===== src/logic/psr_map.svh =====
// register-free constants for the packed simd and reverse unit
`ifndef PSR_MAP_SVH
`define PSR_MAP_SVH

// ==========================================================
// widths
`define PSR_WORD_W      32
`define PSR_HALF_W      16
`define PSR_BYTE_W      8
`define PSR_REG_IDX_W   4
`define PSR_FLAGS_W     4

// ==========================================================
// reserved register indexes the issuer must not name
`define PSR_STACK_POINTER_IDX   4'hD
`define PSR_PROGRAM_COUNTER_IDX 4'hF

// ==========================================================
// reset values
`define PSR_WORD_RST    32'h0000_0000
`define PSR_IDX_RST     4'h0
`define PSR_FLAGS_RST   4'h0

`endif


===== src/logic/psr_pkg.sv =====
// types for the packed simd and reverse unit
`include "psr_map.svh"

package psr_pkg;

    // ==========================================================
    // operation select
    typedef enum logic [3:0] {
        PSR_OP_MOVE_TOP_IMMEDIATE      = 4'h0,
        PSR_OP_BYTE_REVERSE_WORD       = 4'h1,
        PSR_OP_BYTE_REVERSE_HALVES     = 4'h2,
        PSR_OP_BYTE_REVERSE_SIGNED_HALF = 4'h3,
        PSR_OP_BIT_REVERSE_WORD        = 4'h4,
        PSR_OP_SIGNED_ADD_HALVES       = 4'h5,
        PSR_OP_SIGNED_ADD_BYTES        = 4'h6,
        PSR_OP_SIGNED_HALVING_ADD_HALVES = 4'h7,
        PSR_OP_SIGNED_HALVING_ADD_BYTES  = 4'h8,
        PSR_OP_HALVING_ADD_SUB_EXCHANGE  = 4'h9,
        PSR_OP_HALVING_SUB_ADD_EXCHANGE  = 4'hA,
        PSR_OP_SIGNED_HALVING_SUB_HALVES = 4'hB,
        PSR_OP_SIGNED_HALVING_SUB_BYTES  = 4'hC,
        PSR_OP_SIGNED_SUB_HALVES       = 4'hD,
        PSR_OP_SIGNED_SUB_BYTES        = 4'hE
    } psr_op_t;

    // ==========================================================
    // one issued operation
    typedef struct packed {
        logic                          valid;
        psr_op_t                       op;
        logic                          cond_pass;
        logic                          dest_given;
        logic [`PSR_REG_IDX_W-1:0]     dest_idx;
        logic [`PSR_REG_IDX_W-1:0]     first_idx;
        logic [`PSR_WORD_W-1:0]        first_operand;
        logic [`PSR_WORD_W-1:0]        second_operand;
        logic [`PSR_WORD_W-1:0]        dest_prior;
        logic [`PSR_HALF_W-1:0]        immediate_16;
        logic [`PSR_FLAGS_W-1:0]       flags_in;
    } psr_issue_t;

    // ==========================================================
    // one register write back
    typedef struct packed {
        logic                          wr_en;
        logic [`PSR_REG_IDX_W-1:0]     wr_idx;
        logic [`PSR_WORD_W-1:0]        wr_data;
    } psr_result_t;

endpackage : psr_pkg


===== src/logic/psr_unit.sv =====
// packed simd, move-top and reverse datapath slice with one result register stage
//
// Function
// - move-top puts the immediate in bits 31..16, keeps bits 15..0 of destination
// - move-top leaves all condition flags unchanged
// - word byte-reverse swaps all four bytes of the operand
// - halfword byte-reverse swaps bytes inside each halfword, halves stay put
// - signed-half reverse swaps bottom halfword bytes then sign-extends to 32 bits
// - bit-reverse mirrors all 32 bits of the operand
// - reverse, packed add/sub and halving operations never touch condition flags
// - signed halfword add sums each halfword lane independently
// - signed byte add sums each of four byte lanes independently
// - halving halfword add sums halfword lanes then halves each sum
// - halving byte add sums byte lanes then halves each sum
// - add-sub-exchange: top=(a.top+b.bot)/2, bottom=(a.bot-b.top)/2
// - sub-add-exchange: top=(a.top-b.bot)/2, bottom=(a.bot+b.top)/2
// - halving halfword subtract takes differences per halfword then halves them
// - halving byte subtract takes differences per byte then halves them
// - signed halfword subtract takes two independent halfword differences
// - signed byte subtract takes four independent byte differences
// - omitted destination on packed and halving ops means result goes to the first operand register
`timescale 1ns/1ps
`include "psr_map.svh"

module psr_unit (
    input  wire logic              REF_CLK,
    input  wire logic              RST_B,
    input  wire psr_pkg::psr_issue_t ISSUE,
    output logic                   WR_EN,
    output logic [`PSR_REG_IDX_W-1:0] WR_IDX,
    output logic [`PSR_WORD_W-1:0] WR_DATA,
    output logic [`PSR_FLAGS_W-1:0] FLAGS_OUT,
    output logic                   ILLEGAL_REG
);
    import psr_pkg::*;

    localparam int HW = `PSR_HALF_W;
    localparam int BW = `PSR_BYTE_W;
    localparam int NB = `PSR_WORD_W / `PSR_BYTE_W;
    localparam int NH = `PSR_WORD_W / `PSR_HALF_W;

    logic [`PSR_WORD_W-1:0] a;
    logic [`PSR_WORD_W-1:0] b;
    assign a = ISSUE.first_operand;
    assign b = ISSUE.second_operand;

    // ==========================================================
    // byte lanes: each lane is its own adder, so carries never cross lanes
    logic [`PSR_WORD_W-1:0] add_b;
    logic [`PSR_WORD_W-1:0] sub_b;
    logic [`PSR_WORD_W-1:0] hadd_b;
    logic [`PSR_WORD_W-1:0] hsub_b;
    logic [`PSR_WORD_W-1:0] brev_w;

    genvar gi;
    generate
        for (gi = 0; gi < NB; gi++) begin : g_byte
            logic signed [BW:0] xs;
            logic signed [BW:0] ys;
            logic signed [BW:0] s;
            logic signed [BW:0] d;
            assign xs = {a[gi*BW+BW-1], a[gi*BW +: BW]};
            assign ys = {b[gi*BW+BW-1], b[gi*BW +: BW]};
            assign s  = xs + ys;
            assign d  = xs - ys;
            assign add_b[gi*BW +: BW]  = s[BW-1:0];
            assign sub_b[gi*BW +: BW]  = d[BW-1:0];
            assign hadd_b[gi*BW +: BW] = s[BW:1];
            assign hsub_b[gi*BW +: BW] = d[BW:1];
            assign brev_w[gi*BW +: BW] = a[(NB-1-gi)*BW +: BW];
        end
    endgenerate

    // ==========================================================
    // halfword lanes, straight and exchanged
    logic [`PSR_WORD_W-1:0] add_h;
    logic [`PSR_WORD_W-1:0] sub_h;
    logic [`PSR_WORD_W-1:0] hadd_h;
    logic [`PSR_WORD_W-1:0] hsub_h;
    logic [`PSR_WORD_W-1:0] brev_h;

    generate
        for (gi = 0; gi < NH; gi++) begin : g_half
            logic signed [HW:0] xs;
            logic signed [HW:0] ys;
            logic signed [HW:0] s;
            logic signed [HW:0] d;
            assign xs = {a[gi*HW+HW-1], a[gi*HW +: HW]};
            assign ys = {b[gi*HW+HW-1], b[gi*HW +: HW]};
            assign s  = xs + ys;
            assign d  = xs - ys;
            assign add_h[gi*HW +: HW]  = s[HW-1:0];
            assign sub_h[gi*HW +: HW]  = d[HW-1:0];
            assign hadd_h[gi*HW +: HW] = s[HW:1];
            assign hsub_h[gi*HW +: HW] = d[HW:1];
            assign brev_h[gi*HW +: HW] = {a[gi*HW +: BW], a[gi*HW+BW +: BW]};
        end
    endgenerate

    // exchanged halving: first top with second bottom, first bottom with second top
    logic signed [HW:0] a_top;
    logic signed [HW:0] a_bot;
    logic signed [HW:0] b_top;
    logic signed [HW:0] b_bot;
    logic signed [HW:0] x_tp;
    logic signed [HW:0] x_tm;
    logic signed [HW:0] x_bp;
    logic signed [HW:0] x_bm;
    assign a_top = {a[`PSR_WORD_W-1], a[`PSR_WORD_W-1:HW]};
    assign a_bot = {a[HW-1], a[HW-1:0]};
    assign b_top = {b[`PSR_WORD_W-1], b[`PSR_WORD_W-1:HW]};
    assign b_bot = {b[HW-1], b[HW-1:0]};
    assign x_tp  = a_top + b_bot;
    assign x_tm  = a_top - b_bot;
    assign x_bp  = a_bot + b_top;
    assign x_bm  = a_bot - b_top;

    // ==========================================================
    // bit mirror
    logic [`PSR_WORD_W-1:0] bit_rev;
    generate
        for (gi = 0; gi < `PSR_WORD_W; gi++) begin : g_bit
            assign bit_rev[gi] = a[`PSR_WORD_W-1-gi];
        end
    endgenerate

    // ==========================================================
    // result select and write-back steering
    psr_result_t res_d;
    psr_result_t res_q;
    logic        ill_d;
    logic        ill_q;
    logic [`PSR_FLAGS_W-1:0] flags_d;
    logic [`PSR_FLAGS_W-1:0] flags_q;
    logic [`PSR_HALF_W-1:0]  rev_sh;

    assign rev_sh = brev_h[HW-1:0];

    always_comb begin
        res_d.wr_data = `PSR_WORD_RST;
        case (ISSUE.op)
            PSR_OP_MOVE_TOP_IMMEDIATE:
                res_d.wr_data = {ISSUE.immediate_16, ISSUE.dest_prior[HW-1:0]};
            PSR_OP_BYTE_REVERSE_WORD:        res_d.wr_data = brev_w;
            PSR_OP_BYTE_REVERSE_HALVES:      res_d.wr_data = brev_h;
            PSR_OP_BYTE_REVERSE_SIGNED_HALF:
                res_d.wr_data = {{HW{rev_sh[HW-1]}}, rev_sh};
            PSR_OP_BIT_REVERSE_WORD:         res_d.wr_data = bit_rev;
            PSR_OP_SIGNED_ADD_HALVES:        res_d.wr_data = add_h;
            PSR_OP_SIGNED_ADD_BYTES:         res_d.wr_data = add_b;
            PSR_OP_SIGNED_HALVING_ADD_HALVES: res_d.wr_data = hadd_h;
            PSR_OP_SIGNED_HALVING_ADD_BYTES: res_d.wr_data = hadd_b;
            PSR_OP_HALVING_ADD_SUB_EXCHANGE:
                res_d.wr_data = {x_tp[HW:1], x_bm[HW:1]};
            PSR_OP_HALVING_SUB_ADD_EXCHANGE:
                res_d.wr_data = {x_tm[HW:1], x_bp[HW:1]};
            PSR_OP_SIGNED_HALVING_SUB_HALVES: res_d.wr_data = hsub_h;
            PSR_OP_SIGNED_HALVING_SUB_BYTES: res_d.wr_data = hsub_b;
            PSR_OP_SIGNED_SUB_HALVES:        res_d.wr_data = sub_h;
            PSR_OP_SIGNED_SUB_BYTES:         res_d.wr_data = sub_b;
            default:                         res_d.wr_data = `PSR_WORD_RST;
        endcase
    end

    // destination choice: move-top and reverses always name one; packed ops may omit it
    logic dest_optional;
    always_comb begin
        case (ISSUE.op)
            PSR_OP_MOVE_TOP_IMMEDIATE,
            PSR_OP_BYTE_REVERSE_WORD,
            PSR_OP_BYTE_REVERSE_HALVES,
            PSR_OP_BYTE_REVERSE_SIGNED_HALF,
            PSR_OP_BIT_REVERSE_WORD: dest_optional = 1'b0;
            default:                 dest_optional = 1'b1;
        endcase
    end

    always_comb begin
        res_d.wr_idx = (dest_optional && !ISSUE.dest_given) ? ISSUE.first_idx : ISSUE.dest_idx;
        res_d.wr_en  = ISSUE.valid && ISSUE.cond_pass;
    end

    // the issuer is trusted not to name reserved registers; we only flag it,
    // and still perform the write so behaviour stays defined
    always_comb begin
        ill_d = ISSUE.valid && ((res_d.wr_idx == `PSR_STACK_POINTER_IDX) ||
                                (res_d.wr_idx == `PSR_PROGRAM_COUNTER_IDX) ||
                                (ISSUE.op != PSR_OP_MOVE_TOP_IMMEDIATE &&
                                 ((ISSUE.first_idx == `PSR_STACK_POINTER_IDX) ||
                                  (ISSUE.first_idx == `PSR_PROGRAM_COUNTER_IDX))));
    end

    // flags pass through untouched for every operation of this unit
    always_comb begin
        flags_d = ISSUE.valid ? ISSUE.flags_in : flags_q;
    end

    // ==========================================================
    // single result stage; every output comes from here
    always_ff @(posedge REF_CLK or negedge RST_B) begin
        if (!RST_B) begin
            res_q.wr_en   <= 1'b0;
            res_q.wr_idx  <= `PSR_IDX_RST;
            res_q.wr_data <= `PSR_WORD_RST;
            ill_q         <= 1'b0;
            flags_q       <= `PSR_FLAGS_RST;
        end else begin
            res_q   <= res_d;
            ill_q   <= ill_d;
            flags_q <= flags_d;
        end
    end

    assign WR_EN       = res_q.wr_en;
    assign WR_IDX      = res_q.wr_idx;
    assign WR_DATA     = res_q.wr_data;
    assign FLAGS_OUT   = flags_q;
    assign ILLEGAL_REG = ill_q;

endmodule : psr_unit


===== config.mk =====
export PLATFORM = sky130hd
export DESIGN_NAME = psr_unit
export DESIGN_NICKNAME = d
export VERILOG_FILES = /design/src/logic/psr_pkg.sv /design/src/logic/psr_unit.sv
export VERILOG_INCLUDE_DIRS = /design/src /design/src/logic
export SDC_FILE = /design/constraint.sdc
export NUM_CORES = 1
export LEC_CHECK = 0
export BUFFER_PORTS_ARGS = -buffer_cell sky130_fd_sc_hd__buf_2
export CAP_MARGIN = 30
export CORE_MARGIN = 5
export CORE_UTILIZATION = 40
export CTS_BUF_LIST = sky130_fd_sc_hd__clkbuf_8
export DETAILED_ROUTE_END_ITERATION = 16
export PLACE_DENSITY = 0.59
export SLEW_MARGIN = 10
export SYNTH_ARGS = -nofsm -noshare
export SYNTH_HDL_FRONTEND = slang
export SYNTH_SLANG_ARGS = --single-unit

===== constraint.sdc =====
create_clock -name REF_CLK -period 1 [get_ports REF_CLK]
set_clock_uncertainty 0.05 [all_clocks]
set_input_delay 0 -clock REF_CLK [delete_from_list [all_inputs] [get_ports REF_CLK]]
set_output_delay 0 -clock REF_CLK [all_outputs]
set_load 0.005 [all_outputs]

# Yosys cells after proc, flatten, opt, wreduce, memory -nomap -nowiden
# Index checks and enable logic that the tools add are counted.
[word_totals]
register_bits = 42
rom_bits = 0
mem_count = 0
ram_bits = 0
in_bits = 133
output_inout_bits = 42
latchBits = 0
[op_classes]
mux = 3
n_eq_ne = 18
div = 0
n_mul = 0
shift = 0
reduce_logical = 11
add_sub_neg = 16
n_lt_le_gt_ge = 0
n_bitwise = 0
[ops]
columns = ["operator", "count"]
rows = [
  ["one-hot mux 32 bit (15 select lines)", 1],
  ["adder 16 x 16 -> 17 bit", 4],
  ["subtractor 16 x 16 -> 17 bit", 4],
  ["equality test 4 bit, second input constant", 11],
  ["adder 8 x 8 -> 9 bit", 4],
  ["subtractor 8 x 8 -> 9 bit", 4],
  ["equality test 4 x 3 -> 1 bit, second input constant", 4],
  ["equality test 4 x 2 -> 1 bit, second input constant", 2],
  ["OR reduction 5 bit", 1],
  ["equality test 4 x 1 -> 1 bit, second input constant", 1],
  ["logical AND 1 bit", 4],
  ["zero test 4 bit", 1],
  ["two-way mux 4 bit", 1],
  ["nonzero test 4 bit", 1],
  ["logical OR 1 bit", 3],
  ["zero test 1 bit", 1],
  ["two-way mux 1 bit", 1],
]

# Logic depth before layout (Yosys ltp)
[logic_depth]
word_depth = 9
mapped_depth = 16
mapped_depth_nobuf = 16

# Least setup slack after synthesis
# No wires, ideal clock.
[synth_timing]
path_type = "input -> register"
startpoint = "in ISSUE[126] (netlist bit)"
endpoint = "reg res_q (netlist bit WR_DATA[15])"
arrival_time_ns = 3.115
path_stages = 15
required_ns = 0.811
setup_slack_ns = -2.304
path_cell_list = "clkbuf_1 nand2b_1 nor2_1 clkbuf_1 nor2_1 xnor2_1 ha_1 o21ai_0 o21a_1 o32ai_1 o21ai_1 nor2b_1 or4_1 a31oi_1 or4b_1"
[synth_rtl]
columns = ["element", "line_no", "text"]
rows = [
  ["start: declaration", "psr_unit.sv:28", "input wire psr_pkg::psr_issue_t ISSUE,"],
  ["end signal: assignment", "psr_unit.sv:208", "res_q <= res_d;"],
  ["end: declaration", "psr_unit.sv:130", "psr_result_t res_q;"],
]

==> impl_metrics.tcl <==
set metrics [dict create \
    hold_viol 1 \
    worstPathArrival_ps 2920 \
    drc 0 \
    cts_tree "done" \
    placed_area_um2 15080 \
    report.power.total_mw 15.45 \
    die_w_um 166.0 \
    rsz0062_at_grt "true" \
    worst_slew_pin_slew_ps 597.1 \
    fin_cells 2379 \
    final.period_utilization_pct 273.3 \
    pwr-share-seq_pct 13.6 \
    layout_commonest_cell "buf_4" \
    worst_ep_required_time_ps 1180 \
    holdWs_ps -35.71 \
    antenna_found_initial 0 \
    ys_async_sr_fraction_pct 100.0 \
    cts.htree.levels 2 \
    dp_hpwl_um 44870 \
    yosysSeqAreaShare_pct 10.79 \
    final_util_pct 72.64 \
    ys_warn_count 0 \
    globalplace.congestion 1.096 \
    maxSlewViolCount 0 \
    finalNetCount 2296 \
    cts-root-buf "clkbuf_8" \
    dp.cells 2287 \
    grt_pass1_vias 14578 \
    ys_types 82 \
    syn_area_per_cell_um2 7.299 \
    synth_edf_count 0 \
    crit_path_cell_trace "buf_8 > nand2b_4 > nor2_4 > buf_6 > buf_6 > nor2_1 > xnor2_1 > ha_1 > o21ai_2 > o21a_1 > o32ai_4 > buf_4 > a21oi_2 > a221o_1 > a211oi_2 > o21ai_1" \
    drtPass1Iterations 6 \
    drive_gt1_share_pct 49.34 \
    maxCapViolCount 0 \
    clkPwrFrac_pct 10.5 \
    start_util_pct 40.27 \
    syn_nets 1576 \
    startpoint_type "input pin" \
    setup_ws_ps -1733 \
    internal_power_mw 8.505 \
    hold_class "input pin to flop" \
    crit_top_cell "buf_6" \
    drtIter0Drc 1789 \
    cts.sinks 42 \
    path_class "input pin to flop" \
    fmax_mhz 365.9 \
    swShare_pct 44.95 \
    clk_pin_slew_worst_paths_ps 120 \
    ys.flop_type "dfrtp_1" \
    wl_per_cell_um 24.49 \
    synth_area_um2 9737 \
    grt_pass1_wl_um 84590 \
    gr-total-overflow 0 \
    vias 14864 \
    critPathSlowestCell "o32ai_4" \
    violations "negative hold slack, negative setup slack" \
    power.switching_mw 6.946 \
    io_pins 175 \
    status "finished, violations left" \
    period_needed_ps 2733 \
    synthCells 1334 \
    finalSetupViolCount 37 \
    core.rowCount 57 \
    slowest_delay_ps 380 \
    antenna_left 0 \
    cts_made_buffers 5 \
    powerDensity_nw_per_um2 879.8 \
    stdcell_area_um2 17560 \
    combPwrFrac_pct 75.9 \
    clockBufferDepth 2 \
    grt_max_degree 43 \
    clock_latency_ps 340 \
    finalWirelength_um 58250 \
    vdd_ir_drop_max_v 0.0005524 \
    nFillCells 1861 \
    area_growth_pct 80.36 \
    portBuffers 158 \
    antenna_cells 0 \
    die_h_um 166.0 \
    p_leak_nw 8.147 \
    layout_common_cells "buf_4, buf_2, nand2_1" \
    crit_path_max_fanout 3 \
    cp-end-kind "flop" \
    dieArea_um2 27560 \
    relSlewSlack_pct 59.56 \
    viasPerCell 6.248 \
    holdBufCountCts 17 \
    grt_usage_pct 38.99 \
    core_area_um2 24180 \
    synth_seq_cells 42 \
]
## routing by layer
metal / global-route usage (%) / vias to the layer above / part of all wire (%)
li1: - / 6527 / -
met1: 48.40 / 7060 / 38
met2: 64.70 / 988 / 45
met3: 7.094 / 289 / 9.6
met4: 20.05 / 0 / 7.0
met5: 0 / - / 0
## cells in the mapped netlist, types with 19 or more instances
cell type	instances	area, um2
a21o_1	19	142.6
a21oi_1	113	565.5
a221o_1	20	200.2
a221oi_1	30	262.8
a22oi_1	38	285.3
clkbuf_1	53	198.9
dfrtp_1	42	1051
ha_1	99	1239
inv_1	73	274.0
nand2_1	110	412.9
nand3_1	39	195.2
nor2_1	102	382.9
nor2b_1	31	193.9
nor3_1	26	130.1
o211ai_1	22	165.2
o21ai_0	70	350.3
o221ai_1	24	210.2
o22ai_1	25	156.4
xnor2_1	79	691.9
xor2_1	21	183.9
## state kept, by name, indices dropped and copies added (netlist names)
name	cells
ILLEGAL_REG	1
WR_EN	1
WR_IDX	4
WR_DATA	32
FLAGS_OUT	4
## logic make-up after synthesis
group                      share of synthesized area (%)
adders and majority gates                          14.78
DFF                                                10.79
AOI/OAI and AO/OA                                  38.49
and+or+nand+nor                                    18.57
buffers and inverters                              6.386
muxes                                              1.992
xor gates and xnor gates                           8.995
## critical path: cells and delay by family
family	cells	cell delay, ps
adder cells (fa/ha/maj)	1	340
AO/OA/AOI/OAI	7	1410
AND/OR/NAND/NOR	3	400
XOR/XNOR	1	170
buffers and inverters	4	580
## repair_timing
action / 4_1_cts / 5_1_grt
endpoints found under the setup margin: 37 / 37
hold endpoints to repair: 55 / 1
cloned: 3 / 0
resized for setup: 216 / 117
setup buffers: 53 / 24
pin swaps: 131 / 108
## path summary, 6_finish.rpt
check	startpoint	to	slack (ps)	depth (start not counted)
max reg2reg	FLAGS_OUT[0]$_DFFE_PN0P_	FLAGS_OUT[0]$_DFFE_PN0P_	210	1
max	ISSUE[128]	WR_DATA[9]$_DFF_PN0_	-1730	16
min	ISSUE[6]	WR_DATA[18]$_DFF_PN0_	-40	3
min reg2reg	FLAGS_OUT[3]$_DFFE_PN0P_	FLAGS_OUT[3]$_DFFE_PN0P_	460	1
max in group asynchronous	RST_B	WR_DATA[7]$_DFF_PN0_	530	3
min in group asynchronous	RST_B	WR_DATA[18]$_DFF_PN0_	130	3
## area by class of cell
class / count / area (um2) / area share [%]
clock buffers: 5 / 68.82 / 0.3919
well taps: 324 / 405.4 / 2.308
flip-flops and latches: 42 / 1051 / 5.985
repair buffers: 795 / 6117 / 34.83
multi-input cells: 1137 / 9589 / 54.60
inverters: 73 / 289.0 / 1.646
clock inverters: 3 / 41.29 / 0.2351
## stage by stage
stage / worst slack, ps / setup TNS [ps]
after detailed placement: -2184 / -61120
after global routing: -1779 / -45870
final: -1733 / -45360
after floorplan: -1762 / -42960
after global placement: -2138 / -60470
after CTS: -1655 / -41790
## power groups by stage
stage | Clock [mW] | Combinational, mW | Sequential [mW]
4_1_cts | 1.63 | 10.7 | 2.10
3_3_place_gp | 0 | 9.43 | 2.14
3_5_place_dp | 0 | 9.48 | 2.14
6_report | 1.62 | 11.7 | 2.11
5_1_grt | 1.69 | 12.3 | 2.15
2_1_floorplan | 0 | 4.64 | 2.17
No activity file was read; power rests on OpenSTA's default activity.
